$ cat config.mk
export PLATFORM = sky130hd
export DESIGN_NAME = encoder_and_edge_gap_counter
export DESIGN_NICKNAME = d
export VERILOG_FILES = /design/src/gap_counter_pkg.sv /design/src/encoder_and_edge_gap_counter.sv
export VERILOG_INCLUDE_DIRS = /design/src
export SDC_FILE = /design/constraint.sdc
export NUM_CORES = 1
export LEC_CHECK = 0
export BUFFER_PORTS_ARGS = -buffer_cell sky130_fd_sc_hd__buf_2
export CORE_MARGIN = 3
export CORE_UTILIZATION = 25
export CTS_BUF_LIST = sky130_fd_sc_hd__clkbuf_8
export DETAILED_ROUTE_END_ITERATION = 12
export PLACE_DENSITY = 0.43
export SKIP_CTS_REPAIR_TIMING = 1
export SLEW_MARGIN = 10
export SYNTH_ARGS = -nofsm -noshare
export SYNTH_HDL_FRONTEND = slang
export SYNTH_SLANG_ARGS = --single-unit
$ cat constraint.sdc
create_clock -name core_clk_i -period 4.2 [get_ports core_clk_i]
set_clock_uncertainty 0.1 [all_clocks]
set_input_delay 0.42 -clock core_clk_i [delete_from_list [all_inputs] [get_ports core_clk_i]]
set_output_delay 0.42 -clock core_clk_i [all_outputs]
set_load 0.02 [all_outputs]
$ cat src/gap_counter_regs.svh
`ifndef GAP_COUNTER_REGS_SVH
`define GAP_COUNTER_REGS_SVH

// Counter and data widths
`define CNT_W 32
// Reset value of the running position count
`define CNT_RST 32'h00000000
// Decode mode encodings on mode_i
`define MODE_X1 3'h0
`define MODE_X2 3'h1
`define MODE_X4 3'h2
`define MODE_TWO_PULSE 3'h3
`define MODE_SEP_SINGLE 3'h4
`define MODE_SEP_IMPLICIT 3'h5
`define MODE_SEP_SAMPLED 3'h6
// Bit positions inside the synchronised input vector
`define IN_A 0
`define IN_B 1
`define IN_Z 2
`define IN_START 3
`define IN_STOP 4
`define IN_SAMPLE 5
`define IN_TBASE 6
`define IN_N 7

`endif

$ cat src/gap_counter_pkg.sv
package gap_counter_pkg;

	// Measurement phase of the block
	typedef enum logic [1:0] {
		idle_type_st,
		run_st,
		count_st,
		hold_st
	} phase_type;

	// Result pushed toward the stream consumer
	typedef struct packed {
		logic [31:0] value;
		logic overrun;
	} result_type;

	// Whole state of the counter block
	typedef struct packed {
		logic [6:0] sync1;
		logic [6:0] sync2;
		logic [6:0] prev;
		phase_type phase;
		logic [31:0] count;
		logic [31:0] gap;
		logic gap_done;
		logic pair_seen;
		logic out_valid;
		result_type out;
		logic overrun;
	} state_type;

endpackage

$ cat src/encoder_and_edge_gap_counter.sv
`timescale 1ns/100ps
`include "gap_counter_regs.svh"

module encoder_and_edge_gap_counter (
	// Clock and reset
	input wire logic core_clk_i,
	input wire logic rst_i,
	// Encoder and trigger pins
	input wire logic phase_a_i,
	input wire logic phase_b_i,
	input wire logic index_i,
	input wire logic start_i,
	input wire logic stop_i,
	input wire logic sample_i,
	input wire logic timebase_i,
	// Configuration
	input wire logic arm_i,
	input wire logic [2:0] mode_i,
	input wire logic [1:0] reload_phase_i,
	input wire logic index_en_i,
	input wire logic [31:0] reload_value_i,
	input wire logic sample_fall_i,
	input wire logic start_fall_i,
	input wire logic stop_fall_i,
	input wire logic tbase_fall_i,
	// Result stream and position readback
	output logic result_valid_o,
	input wire logic result_ready_i,
	output gap_counter_pkg::result_type result_o,
	output logic [31:0] position_o,
	output logic overrun_o,
	output logic armed_o
);

	gap_counter_pkg::state_type st;
	gap_counter_pkg::state_type next_st;
	logic [6:0] raw;
	logic [6:0] rise;
	logic [6:0] fall;
	logic a_lv;
	logic b_lv;
	logic step_up;
	logic step_dn;
	logic start_ev;
	logic stop_ev;
	logic sample_ev;
	logic tb_ev;
	logic in_phase;
	logic sep_mode;
	logic accepted;

	assign raw = {timebase_i, sample_i, stop_i, start_i, index_i,
		phase_b_i, phase_a_i};

	// Edge detection on the second synchroniser stage only
	assign rise = st.sync2 & ~st.prev;
	assign fall = ~st.sync2 & st.prev;
	assign a_lv = st.sync2[`IN_A];
	assign b_lv = st.sync2[`IN_B];
	assign start_ev = start_fall_i ? fall[`IN_START] : rise[`IN_START];
	assign stop_ev = stop_fall_i ? fall[`IN_STOP] : rise[`IN_STOP];
	assign sample_ev = sample_fall_i ? fall[`IN_SAMPLE] : rise[`IN_SAMPLE];
	assign tb_ev = tbase_fall_i ? fall[`IN_TBASE] : rise[`IN_TBASE];
	assign sep_mode = mode_i[2];
	assign accepted = st.out_valid & result_ready_i;
	// Reload phase code is {A,B} levels; 0 means both low
	assign in_phase = ({a_lv, b_lv} == reload_phase_i);

	// Step decoding; quadrature direction from the level of the other phase, two-pulse from which pin rises
	always_comb
	begin
		step_up = 1'b0;
		step_dn = 1'b0;
		case (mode_i)
			`MODE_X1:
			begin
				// A rising with B low means A leads
				step_up = rise[`IN_A] & ~b_lv;
				step_dn = fall[`IN_A] & ~b_lv;
			end
			`MODE_X2:
			begin
				step_up = (rise[`IN_A] & ~b_lv) | (fall[`IN_A] & b_lv);
				step_dn = (fall[`IN_A] & ~b_lv) | (rise[`IN_A] & b_lv);
			end
			`MODE_X4:
			begin
				step_up = (rise[`IN_A] & ~b_lv) | (fall[`IN_A] & b_lv) |
					(rise[`IN_B] & a_lv) | (fall[`IN_B] & ~a_lv);
				step_dn = (fall[`IN_A] & ~b_lv) | (rise[`IN_A] & b_lv) |
					(fall[`IN_B] & a_lv) | (rise[`IN_B] & ~a_lv);
			end
			`MODE_TWO_PULSE:
			begin
				step_up = rise[`IN_A];
				step_dn = rise[`IN_B];
			end
			default:
			begin
				step_up = 1'b0;
				step_dn = 1'b0;
			end
		endcase
	end

	// Next-state logic for the whole block
	always_comb
	begin
		next_st = st;
		next_st.sync1 = raw;
		next_st.sync2 = st.sync1;
		next_st.prev = st.sync2;
		// Output handshake: valid drops once the consumer takes it
		if (accepted)
			next_st.out_valid = 1'b0;
		// Leaving arm returns the phase to idle and clears gap_done and pair_seen; count and result are kept
		if (!arm_i)
		begin
			next_st.phase = gap_counter_pkg::idle_type_st;
			next_st.gap_done = 1'b0;
			next_st.pair_seen = 1'b0;
		end
		else
		begin
			case (st.phase)
				gap_counter_pkg::idle_type_st:
				begin
					// Arm event: cumulative count begins from zero
					next_st.phase = gap_counter_pkg::run_st;
					next_st.count = `CNT_RST;
					next_st.gap = `CNT_RST;
					next_st.overrun = 1'b0;
				end
				gap_counter_pkg::run_st:
				begin
					if (!sep_mode)
					begin
						// Step first; an index reload in the same cycle wins
						if (step_up)
							next_st.count = st.count + 32'h00000001;
						else if (step_dn)
							next_st.count = st.count - 32'h00000001;
						// Reload lands one cycle after the phase is seen
						if (index_en_i && st.sync2[`IN_Z] && in_phase &&
							mode_i != `MODE_TWO_PULSE)
							next_st.count = reload_value_i;
						// Capture without clearing the running count
						if (sample_ev && !st.out_valid)
						begin
							next_st.out_valid = 1'b1;
							next_st.out.value = next_st.count;
							next_st.out.overrun = 1'b0;
						end
					end
					// A held interval blocks a new start until it is sampled
					else if (start_ev && !st.gap_done)
					begin
						next_st.phase = gap_counter_pkg::count_st;
						next_st.gap = `CNT_RST;
					end
				end
				gap_counter_pkg::count_st:
				begin
					// Start edges are ignored here by construction
					if (tb_ev)
						next_st.gap = st.gap + 32'h00000001;
					if (stop_ev)
					begin
						if (mode_i == `MODE_SEP_SAMPLED)
						begin
							// Hold the interval until the next sample edge
							next_st.gap_done = 1'b1;
							next_st.pair_seen = 1'b1;
							next_st.phase = gap_counter_pkg::run_st;
						end
						else
						begin
							next_st.out_valid = 1'b1;
							next_st.out.value = next_st.gap;
							next_st.out.overrun = 1'b0;
							next_st.phase = (mode_i == `MODE_SEP_SINGLE) ?
								gap_counter_pkg::hold_st :
								gap_counter_pkg::run_st;
						end
					end
				end
				gap_counter_pkg::hold_st:
				begin
					// Single shot stays in hold, even after the result is taken, until arm drops
					if (accepted)
						next_st.phase = gap_counter_pkg::hold_st;
				end
				default:
					next_st.phase = gap_counter_pkg::idle_type_st;
			endcase
			// Sample-clocked interval hand-off and overrun check
			if (mode_i == `MODE_SEP_SAMPLED && sample_ev)
			begin
				next_st.out_valid = 1'b1;
				next_st.out.value = next_st.gap;
				next_st.out.overrun = ~next_st.pair_seen;
				if (!next_st.pair_seen)
					next_st.overrun = 1'b1;
				next_st.pair_seen = 1'b0;
				next_st.gap_done = 1'b0;
			end
		end
	end

	// State register; pins enter only through sync1
	always_ff @(posedge core_clk_i or posedge rst_i)
	begin
		if (rst_i)
		begin
			st.sync1 <= 7'h00;
			st.sync2 <= 7'h00;
			st.prev <= 7'h00;
			st.phase <= gap_counter_pkg::idle_type_st;
			st.count <= `CNT_RST;
			st.gap <= `CNT_RST;
			st.gap_done <= 1'b0;
			st.pair_seen <= 1'b0;
			st.out_valid <= 1'b0;
			st.out <= '0;
			st.overrun <= 1'b0;
		end
		else
			st <= next_st;
	end

	// Outputs
	assign result_valid_o = st.out_valid;
	assign result_o = st.out;
	assign position_o = st.count;
	assign overrun_o = st.overrun;
	assign armed_o = (st.phase != gap_counter_pkg::idle_type_st);

	// ----------------------------------------
	// Checks
	// ----------------------------------------
	a_no_count_unarmed: assert property (@(posedge core_clk_i) disable iff (rst_i)
		(st.phase == gap_counter_pkg::idle_type_st) |=> $stable(st.count) ||
		st.count == `CNT_RST) else $error("count moved while unarmed");
	a_x1_step_up: assert property (@(posedge core_clk_i) disable iff (rst_i)
		(arm_i && st.phase == gap_counter_pkg::run_st && mode_i == `MODE_X1 &&
		rise[`IN_A] && !b_lv && !(index_en_i && st.sync2[`IN_Z] && in_phase))
		|=> st.count == $past(st.count) + 32'h00000001)
		else $error("x1 up step missed");
	a_two_pulse_dn: assert property (@(posedge core_clk_i) disable iff (rst_i)
		(arm_i && st.phase == gap_counter_pkg::run_st &&
		mode_i == `MODE_TWO_PULSE && rise[`IN_B] && !rise[`IN_A])
		|=> st.count == $past(st.count) - 32'h00000001)
		else $error("two pulse down missed");
	a_reload_value: assert property (@(posedge core_clk_i) disable iff (rst_i)
		(arm_i && st.phase == gap_counter_pkg::run_st && !sep_mode &&
		mode_i != `MODE_TWO_PULSE && index_en_i && st.sync2[`IN_Z] &&
		in_phase) |=> st.count == $past(reload_value_i))
		else $error("reload not applied");
	a_capture_value: assert property (@(posedge core_clk_i) disable iff (rst_i)
		(arm_i && st.phase == gap_counter_pkg::run_st && !sep_mode &&
		sample_ev && !st.out_valid) |=> result_valid_o &&
		result_o.value == st.count) else $error("capture wrong");
	a_stop_stores: assert property (@(posedge core_clk_i) disable iff (rst_i)
		(arm_i && st.phase == gap_counter_pkg::count_st && stop_ev &&
		mode_i != `MODE_SEP_SAMPLED) |=> result_valid_o)
		else $error("stop did not store");
	a_single_holds: assert property (@(posedge core_clk_i) disable iff (rst_i)
		(arm_i && st.phase == gap_counter_pkg::hold_st) |=>
		st.phase == gap_counter_pkg::hold_st || !$past(arm_i) || !arm_i)
		else $error("single shot left hold");
	a_overrun_flag: assert property (@(posedge core_clk_i) disable iff (rst_i)
		(arm_i && st.phase != gap_counter_pkg::idle_type_st &&
		mode_i == `MODE_SEP_SAMPLED && sample_ev && !st.pair_seen &&
		!(st.phase == gap_counter_pkg::count_st && stop_ev))
		|=> overrun_o) else $error("overrun not flagged");
	a_x1_step_dn: assert property (
		@(posedge core_clk_i) disable iff (rst_i)
		(arm_i && st.phase == gap_counter_pkg::run_st &&
		mode_i == `MODE_X1 && fall[`IN_A] && !b_lv &&
		!(index_en_i && st.sync2[`IN_Z] && in_phase))
		|=> st.count == $past(st.count) - 32'h00000001)
		else $error("x1 down step missed");
	a_x2_fall_up: assert property (
		@(posedge core_clk_i) disable iff (rst_i)
		(arm_i && st.phase == gap_counter_pkg::run_st &&
		mode_i == `MODE_X2 && fall[`IN_A] && b_lv &&
		!(index_en_i && st.sync2[`IN_Z] && in_phase))
		|=> st.count == $past(st.count) + 32'h00000001)
		else $error("x2 up step missed");
	a_x4_b_rise: assert property (
		@(posedge core_clk_i) disable iff (rst_i)
		(arm_i && st.phase == gap_counter_pkg::run_st &&
		mode_i == `MODE_X4 && rise[`IN_B] && a_lv && !rise[`IN_A] &&
		!fall[`IN_A] && !(index_en_i && st.sync2[`IN_Z] && in_phase))
		|=> st.count == $past(st.count) + 32'h00000001)
		else $error("x4 b edge step missed");
	a_two_pulse_up: assert property (
		@(posedge core_clk_i) disable iff (rst_i)
		(arm_i && st.phase == gap_counter_pkg::run_st &&
		mode_i == `MODE_TWO_PULSE && rise[`IN_A] &&
		!rise[`IN_B])
		|=> st.count == $past(st.count) + 32'h00000001)
		else $error("two pulse up missed");
	a_sample_keeps_count: assert property (
		@(posedge core_clk_i) disable iff (rst_i)
		(arm_i && st.phase == gap_counter_pkg::run_st && !sep_mode &&
		sample_ev && !step_up && !step_dn &&
		!(index_en_i && st.sync2[`IN_Z] && in_phase))
		|=> $stable(st.count))
		else $error("sample edge moved the count");
	a_start_ignored: assert property (
		@(posedge core_clk_i) disable iff (rst_i)
		(arm_i && st.phase == gap_counter_pkg::count_st &&
		start_ev && !stop_ev &&
		sep_mode)
		|=> st.phase == gap_counter_pkg::count_st)
		else $error("start edge left counting");
	a_gap_counts: assert property (
		@(posedge core_clk_i) disable iff (rst_i)
		(arm_i && st.phase == gap_counter_pkg::count_st &&
		tb_ev && !stop_ev &&
		sep_mode)
		|=> st.gap == $past(st.gap) + 32'h00000001)
		else $error("timebase edge not counted");
	a_sample_hands_gap: assert property (
		@(posedge core_clk_i) disable iff (rst_i)
		(arm_i && st.phase != gap_counter_pkg::idle_type_st &&
		mode_i == `MODE_SEP_SAMPLED &&
		sample_ev)
		|=> result_valid_o)
		else $error("sampled interval not handed over");

endmodule

* After elaboration in Yosys (flattened, before gate mapping)
Index checks and enable logic that the tools add are counted.
Word-level totals: input port bits 53, logic and storage cells 113, flip-flop bits (word level) 124, output and inout port bits 68
Operators by class: reductions and logical operators 17, mux-type cells 37, bitwise logic cells 22, $add $sub $neg 3, eq/ne operators 22
Operators with widths (number):
- $mux 32 | 7
- $mux 34 | 3
- $pmux 32 s3 | 1
- $pmux 34 s2 | 1
- $add 32x1->32 const B | 2
- $pmux 32 s2 | 1
- $mux 37 | 1
- $mux 36 | 1
- $mux 35 | 1
- $sub 32x1->32 const B | 1
- $ne 3x3->1 const B | 8
- $mux 2 | 11
- $and 7x7->7 | 2
- $not 7->7 | 2
- $and 1x1->1 | 9
- $ne 3x1->1 const B | 3
- $pmux 1 s4 | 2
- $pmux 2 s4 | 1
- $mux 1 | 7
- $eq 3x2->1 const B | 2
- $eq 3x3->1 const B | 2
- $logic_and 1x1->1 | 6
- $or 1x1->1 | 6
- $reduce_and 3->1 | 2
- other kinds (14) | 19

* Depth between registers and ports, before layout
Gate-level depths: netlist (run 1).
depth after elaboration 15, gate-level depth with buffers 11, depth with buffers taken out 10

* Worst setup path after synthesis (run 1)
No wires, ideal clock.
path type reg-to-reg, start register st (netlist bit position_o[3]), end register st (netlist bit result_o[26]), path slack 1460 ps, buffers on the path 1, data arrival time 2571 ps, clock period less this slack 2740 ps, library setup time 69 ps, stages on the path, launching flop included 10, required time 4031 ps, cell sequence dfrtp_1 > buf_2 > nor4_4 > nand3_2 > a2111oi_4 > o21ai_2 > o32ai_4 > nand2_2 > or4_1 > nand3_1
On the way: cells in the longest elaborated chain, start to end 8, elaborated cells on any way between the ends 9, those cells by class add/sub: 2; mux: 7
RTL lines:
- start: declaration | line encoder_and_edge_gap_counter.sv:35 | gap_counter_pkg::state_type st;
- start signal: assignment | line encoder_and_edge_gap_counter.sv:228 | st <= next_st;
- $sub 32x1->32 | line encoder_and_edge_gap_counter.sv:142 | next_st.count = st.count - 32'h00000001;
- $mux 32 | line encoder_and_edge_gap_counter.sv:141 | else if (step_dn)
- $mux 32 (*) | line encoder_and_edge_gap_counter.sv:139 | if (step_up)
- $mux 32 (*) | line encoder_and_edge_gap_counter.sv:144 | if (index_en_i && st.sync2[`IN_Z] && in_phase &&
- $mux 34 (*) | line encoder_and_edge_gap_counter.sv:148 | if (sample_ev && !st.out_valid)
- $mux 34 (*) | line encoder_and_edge_gap_counter.sv:136 | if (!sep_mode)
- $pmux 34 s2 (*) | line encoder_and_edge_gap_counter.sv:125 | case (st.phase)
- $mux 37 (*) | line encoder_and_edge_gap_counter.sv:197 | if (mode_i == `MODE_SEP_SAMPLED && sample_ev)
Every way passes the cells marked *; elsewhere a longest branch is shown, timed or not. The select of a mux whose other input is x is not followed. A chain may end at the register's enable or synchronous reset.

* Final worst setup path (run 1)
start register st[102] (netlist bit), end register st (netlist bit result_o[12])
On the way: cells in the longest elaborated chain, start to end 3, elaborated cells on any way between the ends 12, those cells by class eq/ne: 6; mux: 3; reduce/logical: 3
RTL lines (line):
- $eq 2x2->1 (tied with other cells) | encoder_and_edge_gap_counter.sv:125
- $ne 3x3->1 (no source line) (tied with other cells)
- $reduce_and 6->1 (no source line) or $mux 37 (tied branches)
Parallel ways exist; a longest one is shown, timed or not.

==> results of run 1 <==
-- where the power goes --
| part | total [mW] | internal [mW] | switching [mW] |
|---|---|---|---|
| logic | 1.89 | 0.622 | 1.27 |
| clock network | 1.14 | 0.594 | 0.546 |
| registers | 1.69 | 1.38 | 0.315 |
-- per-layer routing --
metal / routed length, um / GRT usage, % / vias up / share of wire (%)
li1: - / - / 4402 / -
met1: 18900 / 29.1 / 4757 / 47
met2: 17700 / 30.3 / 363 / 44
met3: 2600 / 4.03 / 44 / 6.5
met4: 922 / 5.94 / 0 / 2.3
met5: 0 / 0 / - / 0
-- final cells by class --
cell class	instances	area, um2	area share [%]
clock inverters	14	155	1.47
multi-input cells	888	5390	51.1
inverters	22	87.6	0.829
clock buffers	18	248	2.35
flip-flops and latches	123	3080	29.1
repair buffers	171	1010	9.60
well taps	468	586	5.54
-- critical path: stages (launching register included) --
cell and delay (ns):
dfrtp_1 0.42, inv_1 0.10, ha_1 0.44, inv_1 0.19, a2111o_1 0.60, a2bb2oi_1 0.41, o21a_1 0.58, buf_4 0.35
nand2_1 0.07, a221oi_1 0.20, nor2_1 0.06
-- final timing paths --
check / startpoint / cells after the start / to
setup / recovery: st[102] / 10 / result_o[12]
hold / removal: rst_i / 2 / next_st[111]
setup reg to reg: st[102] / 10 / result_o[12]
hold reg to reg: next_st[114] / 0 / next_st[107]
max in group asynchronous: rst_i / 3 / result_o[20]
min in group core_clk_i: reload_value_i[21] / 3 / position_o[21]
-- cells by family after synthesis --
group	Yosys count	synth area share, %
AO/OA/AOI/OAI	390	27.8
XOR/XNOR	36	3.36
adder cells (fa/ha/maj)	7	0.933
buffers and inverters	176	9.88
flip-flops	123	32.8
multiplexers	13	1.44
AND/OR/NAND/NOR	442	23.8
-- flip-flops by register name, indices dropped and copies added (netlist names) --
name            flops
result_valid_o      1
b_lv                1
position_o         32
result_o           33
a_lv                1
next_st            12
overrun_o           1
st                 42
-- cells in the final DEF, fill, tap and decap left out, types with 18 or more instances in the layout --
cell type,count
xnor2_1,23
o21ai_0,94
a31oi_1,24
dfrtp_1,123
buf_2,120
nor3_1,30
inv_1,23
o31ai_1,27
o22ai_1,19
a21oi_1,90
buf_4,43
nor2_1,101
nand3_1,35
nand2_1,133
clkbuf_8,18
==> metrics.md, run 1 <==
| Metric | Value |
|---|---|
| Synth-to-Final Area Change | `12.5%` |
| Pre-CTS WS | `0.620 ns` |
| Die height | `200 um` |
| Seq/Total Area, Yosys | `32.8%` |
| Largest cells by area after synthesis | `dfrtp_1 (33%), nand2_1 (5.3%), buf_4 (5.3%)` |
| Area leader, netlist | `dfrtp_1` |
| First-pass GRT wire length | `59900 um` |
| Die area | `39900 um2` |
| CP startpoint kind | `register` |
| Core Region | `36800 um2` |
| Gr ovfl total | `0` |
| Dominant synthesized flop cell | `dfrtp_1` |
| DIE WIDTH | `200 um` |
| H-Tree Depth | `4` |
| Max cap viols | `0` |
| Post-layout util | `28.7%` |
| Syn Nets | `1247` |
| Slew headroom | `37.7%` |
| GRT Total Usage | `20.1%` |
| Overall Power | `4.73 mW` |
| Unrepaired setup endpoints after global routing | `no` |
| Final worst setup slack | `0.548 ns` |
| Reg clk slew, reported paths | `0.08 ns` |
| Initial Util | `25.5%` |
| Max Slew Vio Count | `0` |
| Period utilization | `87.0%` |
| TritonCTS clock tree | `yes` |
| Vias per cell | `5.61` |
| Cts bufs inserted | `17` |
| Distinct cells, synth | `89` |
| Io pins | `121` |
| Post-DP HPWL | `30200 um` |
| Max Fanout on Critical Path | `18` |
| Worst hold margin | `-0.0110 ns` |
| Fmax | `274 MHz` |
| Count leader, synth | `nand2_1` |
| Diodes inserted | `0` |
| Fraction of layout cells with a size suffix above 1 | `18.2%` |
| Largest net degree at the start of global routing | `78` |
| Initial drt markers | `930` |
| PwrDens | `447 nW/um2` |
| Drt wl/cell | `23.5 um` |
| Worst Setup End Kind | `register` |
| Final Hold Viols | `2` |
| CP required | `4.45 ns` |
| Most frequent cells after synthesis | `nand2_1 (133), dfrtp_1 (123), nor2_1 (101), o21ai_0 (94), a21oi_1 (90)` |
| Endpoints failing setup | `0` |
| Failing checks | `hold timing` |
| LEAKAGE | `4.31 nW` |
| Fin Setup TNS | `0 ns` |
| Dpl cells | `1665` |
| Final Non-Filler Cells | `1704` |
| GPL Wtd Cong | `0.890` |
| Peak VDD IR | `0.000190 V` |
| Status | `finished with violations` |
| Async S/R FF share, synth | `100%` |
| Post-DP Area | `10100 um2` |
| Skew-Pair Late Insertion Delay | `0.47 ns` |
| Buffers on Ports | `120` |
| Initial antenna violation count | `0` |
| Design area | `10600 um2` |
| Final wirelength | `40100 um` |
| Vias | `9566` |
| Crit path DAT | `3.90 ns` |
| Syn_area_per_cell | `7.91 um2` |
| DRC violations left | `0` |
| Setup CP Type | `reg -> reg` |
| Hold WC Path Type | `in -> async` |
| Area share of the largest cell type after synthesis | `32.8%` |
| CTS root buf | `clkbuf_8` |
| Total number of yosys warnings | `0` |
| Min cycle time layout | `3.65 ns` |
| Antenna-violating nets left | `0` |
| CTS max path bufs | `2` |
| Mapped Area | `9390 um2` |
| Flop-to-flop setup slack | `0.55 ns` |
| Slew @ Worst Pin | `0.924 ns` |
| Synth Instances | `1187` |
| Seq cells post-synth | `123` |
| Fillers | `4056` |
| Cell row count | `70` |
| Nets | `1283` |
| Vias in the first global route | `9004` |
| DR pass1 iterations | `5` |
| EDFF count, synth | `0` |
| Clock Sinks | `123` |
Note: power is estimated with default switching activity, not from simulation.
==> run 2, diff against run 1 <==
Settings changed: CTS_BUF_LIST sky130_fd_sc_hd__clkbuf_8 to sky130_fd_sc_hd__clkbuf_4 sky130_fd_sc_hd__clkbuf_8.
==> run 2 against run 1 <==
  * The flow still finishes with violations (hold timing)
  * First-iteration DRC count up 4.5%
  * Wire length is 0.20% lower
  * Utilization barely moved
  * Global-route usage about the same
  * Total power grew 0.56%
  * Clock power about the same
  * Die area did not move
  * Via count decreased by 0.90%
  * Flip-flop and latch count unchanged
  * Critical path depth stayed put
  * Sequential power hardly changed
  * Critical endpoint unchanged
  * Largest cell class unchanged
  * Highest routed layer unchanged
==> metrics.md, run 2 (synthesis gave the netlist of run 1 again) <==
| Metric | Value |
|---|---|
| Initial antenna violation count | `0 (unchanged)` |
| Vias in the first global route | `9018 (+0.16%)` |
| Final wirelength | `40000 um (-0.20%)` |
| Post-DP Area | `10100 um2 (unchanged)` |
| Largest register FFs | `42 (unchanged)` |
| CTS root buf | `clkbuf_8` |
| Synth-to-Final Area Change | `12.7%` |
| Most common cell after layout, fill and taps aside | `nand2_1` |
| Most frequent cells in the layout | `nand2_1 (133), dfrtp_1 (123), buf_2 (120), nor2_1 (101), o21ai_0 (94)` |
| GRT Total Usage | `20.1% (about the same)` |
| Unrepaired setup endpoints after global routing | `no` |
| Nets | `1283 (unchanged)` |
| Initial drt markers | `972 (+4.5%)` |
| CP max stage delay | `0.61 ns (about the same)` |
| Setup CP Type | `reg -> reg` |
| TritonCTS clock tree | `yes` |
| Design area | `10600 um2 (+0.11%)` |
| Endpoints failing setup | `0 (unchanged)` |
| Max Slew Vio Count | `0 (unchanged)` |
| Failing checks | `hold timing` |
| PwrDens | `449 nW/um2 (+0.46%)` |
| First-pass GRT wire length | `59900 um (about the same)` |
| Worst Setup End Kind | `register` |
| Gr ovfl total | `0 (unchanged)` |
| Clock Sinks | `123 (unchanged)` |
| Slew headroom | `36.1% (-1.6 points)` |
| Max cap viols | `0 (unchanged)` |
| Vias | `9480 (-0.90%)` |
| Core Region | `36800 um2 (unchanged)` |
| Die height | `200 um (unchanged)` |
| Worst R2R End | `result_o[12]` |
| DRC violations left | `0 (unchanged)` |
| Fraction of layout cells with a size suffix above 1 | `18.4% (+0.24 points)` |
| Post-DP HPWL | `30200 um (unchanged)` |
| Slowest-stage cell, CP | `a2111o_1` |
| CP required | `4.45 ns (about the same)` |
| LEAKAGE | `4.31 nW (about the same)` |
| R2r startpoint | `st[102]` |
| Antenna-violating nets left | `0 (unchanged)` |
| Worst hold margin | `-0.0144 ns (-0.00337 ns)` |
| Max Fanout on Critical Path | `18 (unchanged)` |
| H-Tree Depth | `4 (unchanged)` |
| CP startpoint kind | `register` |
| Fmax | `274 MHz (about the same)` |
| Peak VDD IR | `0.000192 V (+1.4%)` |
| Reg2reg path depth | `10 (unchanged)` |
| Largest net degree at the start of global routing | `78 (unchanged)` |
| DIE WIDTH | `200 um (unchanged)` |
| Drt wl/cell | `23.5 um (-0.20%)` |
| Skew-Pair Late Insertion Delay | `0.48 ns (about the same)` |
| Slew @ Worst Pin | `0.947 ns (+0.0236 ns)` |
| Buffers on Ports | `120 (unchanged)` |
| Status | `finished with violations` |
| Diodes inserted | `0 (unchanged)` |
| Hold WC Path Type | `in -> async` |
| Fin Setup TNS | `0 ns (unchanged)` |
| Min cycle time layout | `3.66 ns (+0.00355 ns)` |
| Critical path's most frequent cell | `inv_1` |
| Fillers | `4051 (-0.12%)` |
| Final Hold Viols | `7 (+5)` |
| Initial Util | `25.5% (unchanged)` |
| Reg clk slew, reported paths | `0.08 ns (about the same)` |
| Crit path DAT | `3.91 ns (about the same)` |
| Cell row count | `70 (unchanged)` |
| Vias per cell | `5.56 (-0.90%)` |
| Crit-path cells | `inv_1 -> ha_1 -> inv_1 -> a2111o_1 -> a2bb2oi_1 -> o21a_1 -> buf_4 -> nand2_1 -> a221oi_1 -> nor2_1` |
| CP bufs+invs | `3 (unchanged)` |
| Die area | `39900 um2 (unchanged)` |
| Post-layout util | `28.7% (+0.031 points)` |
| Period utilization | `87.0% (about the same)` |
| GPL Wtd Cong | `0.890 (unchanged)` |
| Flop-to-flop setup slack | `0.54 ns (about the same)` |
| CTS max path bufs | `2 (unchanged)` |
| Io pins | `121 (unchanged)` |
| DR pass1 iterations | `5 (unchanged)` |
| Largest delay share family, worst path | `compound AO/OA/AOI/OAI gates` |
| Cts bufs inserted | `17 (unchanged)` |
| Most flops, register | `st` |
## run 2: cell count changes in the layout (fill, tap and decap cells not counted)
cell,change
inv_1,-3
clkbuf_4,+3
## run 2: through the flow
| step | power [mW] | hold slack (ns) | setup slack, ns | instances |
|---|---|---|---|---|
| after floorplan | 3.03 | 0.231 | 0.409 | 1187 |
| after global placement | 3.59 | 0.232 | 0.620 | 1665 |
| after detailed placement | 3.58 | 0.237 | 0.620 | 1665 |
| after CTS | 4.76 | -0.0765 | 0.591 | 1697 |
| after global routing | 5.03 | 0.0331 | 0.293 | 1704 |
| final | 4.75 | -0.0144 | 0.544 | 1704 |
## run 2: per-layer routing
metal  part of all wire [%]  vias to the layer above  global-route usage, %
met4                    2.5                        0                   6.23
met1                     47                     4679                   29.2
li1                       -                     4400                      -
met3                    6.1                       45                   3.89
met5                      0                        -                      0
met2                     44                      356                   30.1
## run 2: area by class of cell
class	count	area (um2)	share of cell area, %
Multi-Input combinational cell	888	5390	51.0
Inverter	22	87.6	0.828
Sequential cell	123	3080	29.1
Timing Repair Buffer	171	1010	9.59
Tap cell	468	586	5.54
Clock buffer	21	270	2.56
Clock inverter	11	144	1.36
## run 2: worst max-delay path by stage
| stage | from | endpoint | slack [ns] | cells past startpoint |
|---|---|---|---|---|
| global placement | mode_i[0] | position_o[12] | 0.62 | 9 |
| CTS | st[102] | result_o[12] | 0.59 | 10 |
| floorplan | rst_i | a_lv | 0.41 | 1 |
| finish | st[102] | result_o[12] | 0.54 | 10 |
| detailed placement | st[102] | result_o[12] | 0.62 | 10 |
| global route | st[102] | result_o[12] | 0.29 | 10 |
## run 2: report_power, final
part	total [mW]	internal (mW)	switching [mW]	leakage, nW
Sequential	1.69	1.38	0.315	1.61
Combinational	1.89	0.622	1.27	2.50
Clock	1.17	0.620	0.547	0.202
==> run 3, diff against run 2 <==
Settings changed: GPL_TIMING_DRIVEN set to 0.
==> run 3 against run 2 <==
  * The flow still finishes with violations (hold timing)
  * Die area stayed put
  * Clock-buffer cell count is 1 lower
  * Global-route usage is 1.5 points higher
  * Hold slack worse by 0.025 ns
  * Register-to-register slack worse by 0.19 ns
  * Total power is 5.5% higher
  * Wire length is 8.2% higher
  * Sequential share of layout area is 1.4 points lower
==> metrics.md, run 3 (synthesis gave the netlist of run 1 again) <==
| Metric | Value |
|---|---|
| Skew-Pair Late Insertion Delay | `0.48 ns (about the same)` |
| Max Slew Vio Count | `0 (unchanged)` |
| GPL Wtd Cong | `0.924 (+3.8%)` |
| DRC violations left | `0 (unchanged)` |
| Die height | `200 um (unchanged)` |
| Initial antenna violation count | `0 (unchanged)` |
| Slew @ Worst Pin | `1.17 ns (+0.226 ns)` |
| Failing checks | `hold timing` |
| Diodes inserted | `0 (unchanged)` |
| Nets | `1394 (+8.7%)` |
| Design area | `11100 um2 (+4.9%)` |
| CTS max path bufs | `2 (unchanged)` |
| Largest net degree at the start of global routing | `72 (-7.7%)` |
| Final wirelength | `43300 um (+8.2%)` |
| Pre-CTS WS | `0.136 ns (-0.484 ns)` |
| Fin Setup TNS | `0 ns (unchanged)` |
| Worst Setup End Kind | `register` |
| Drt wl/cell | `23.8 um (+1.6%)` |
| Vias | `10168 (+7.3%)` |
| Unrepaired setup endpoints after global routing | `no` |
| Max cap viols | `0 (unchanged)` |
| R2r startpoint | `st[108]` |
| CP max stage delay | `0.60 ns (about the same)` |
| CP startpoint | `st[108]` |
| Most common cell after layout, fill and taps aside | `nand2_1` |
| Initial drt markers | `1054 (+8.4%)` |
| Most frequent cells in the layout | `nand2_1 (133), buf_2 (129), dfrtp_1 (123), nor2_1 (101), o21ai_0 (94)` |
| Buffers on Ports | `119 (-0.83%)` |
| Post-DP Area | `10600 um2 (+5.2%)` |
| Crit path DAT | `4.14 ns (+0.23 ns)` |
| Post-DP HPWL | `33200 um (+9.9%)` |
| Synth-to-Final Area Change | `18.2%` |
| DIE WIDTH | `200 um (unchanged)` |
| Clock Sinks | `123 (unchanged)` |
| Largest register FFs | `42 (unchanged)` |
| Period utilization | `91.6% (+4.5 points)` |
| Fraction of layout cells with a size suffix above 1 | `19.2% (+0.78 points)` |
| Dpl cells | `1776 (+6.7%)` |
| Vias in the first global route | `9468 (+5.0%)` |
| Max Fanout on Critical Path | `10 (-8)` |
| Final worst setup slack | `0.354 ns (-0.191 ns)` |
| Io pins | `121 (unchanged)` |
| Hold WC Path Type | `in -> async` |
| Crit-path cells | `or3b_2 -> a2111o_1 -> clkbuf_1 -> nand2b_1 -> nor2_1 -> clkbuf_1 -> o21ai_0 -> a21oi_1` |
| LEAKAGE | `4.60 nW (+6.6%)` |
| Setup crit end | `result_o[17]` |
| Min cycle time layout | `3.85 ns (+0.191 ns)` |
| Antenna-violating nets left | `0 (unchanged)` |
| Vias per cell | `5.60 (+0.70%)` |
| Core Region | `36800 um2 (unchanged)` |
| Worst R2R End | `result_o[17]` |
| Reg2reg path depth | `8 (-2)` |
| H-Tree Depth | `4 (unchanged)` |
| Final Hold Viols | `34 (+27)` |
| Fmax | `260 MHz (-5.0%)` |
| CTS root buf | `clkbuf_8` |
| First-pass GRT wire length | `63400 um (+5.9%)` |
| Flop-to-flop setup slack | `0.35 ns (-0.19 ns)` |
| Cts bufs inserted | `17 (unchanged)` |
| Gr ovfl total | `0 (unchanged)` |
| Endpoints failing setup | `0 (unchanged)` |
| Cell row count | `70 (unchanged)` |
| Slowest-stage cell, CP | `nor2_1` |
| CP required | `4.49 ns (+0.04 ns)` |
| Status | `finished with violations` |
| PwrDens | `452 nW/um2 (+0.58%)` |
| Reg clk slew, reported paths | `0.09 ns (about the same)` |
| Initial Util | `25.5% (unchanged)` |
| Most flops, register | `st` |
| GRT Total Usage | `21.6% (+1.5 points)` |
| Critical path's most frequent cell | `clkbuf_1` |
| Die area | `39900 um2 (unchanged)` |
| Worst hold margin | `-0.0391 ns (-0.0247 ns)` |
| Final Non-Filler Cells | `1815 (+6.5%)` |
| Slew headroom | `20.8% (-15 points)` |
| Setup CP Type | `reg -> reg` |
| Peak VDD IR | `0.000319 V (+66%)` |
| DR pass1 iterations | `9 (+4)` |
| TritonCTS clock tree | `yes` |
| CP startpoint kind | `register` |
[run 3: cell types whose count changed in the layout (fill, tap and decap cells not counted), sizes merged]
| cell | previous run | this run |
|---|---|---|
| buf | 164 | 200 |
| clkbuf | 21 | 95 |
| clkinv | 4 | 8 |
| clkinvlp | 4 | 2 |
| inv | 22 | 21 |
[run 3: through the flow]
stage	utilization, %	power (mW)
after floorplan	-	3.03
after global placement	28.7	3.82
after detailed placement	28.8	3.82
after CTS	30.0	5.01
after global routing	30.1	5.31
final	30.1	5.01
[run 3: worst max-delay path: cells and delay by family, from the launching register on]
family | cells | cell delay [ns]
simple gates | 3 | 1.44
compound gates | 3 | 0.98
buf+inv | 2 | 0.86
flops | 1 | 0.37
[run 3: layer usage]
metal	track usage, %	up-vias	wire length (um)
met5	0	-	0
li1	-	4637	-
met2	31.9	482	18400
met4	6.07	0	1040
met1	32.5	4996	20500
met3	3.44	53	3300
[run 3: cell type report]
class                      instances  area [um2]
buffer                           154         845
clock inverter                    12         148
clock buffer                      20         263
timing repair buffer             128         698
fill                            4064       25700
multi-input combinational        888        5390
sequential                       123        3080
inverter                          22        87.6
tap                              468         586
[run 3: worst min path at each step]
stage / from / to / cells past startpoint
3_3_place_gp: next_st[113] / next_st[106] / 0
6_report: rst_i / position_o[13] / 2
2_1_floorplan: next_st[110] / a_lv / 0
5_1_grt: rst_i / position_o[13] / 2
3_5_place_dp: next_st[110] / a_lv / 0
4_1_cts: start_i / next_st[113] / 1
[run 3: report_power, final]
part	total (mW)	leakage, nW	internal (mW)	switching [mW]
sequential	1.59	1.61	1.38	0.215
clock	1.17	0.209	0.611	0.557
combinational	2.25	2.78	0.803	1.45
total	5.01	4.60	2.79	2.22
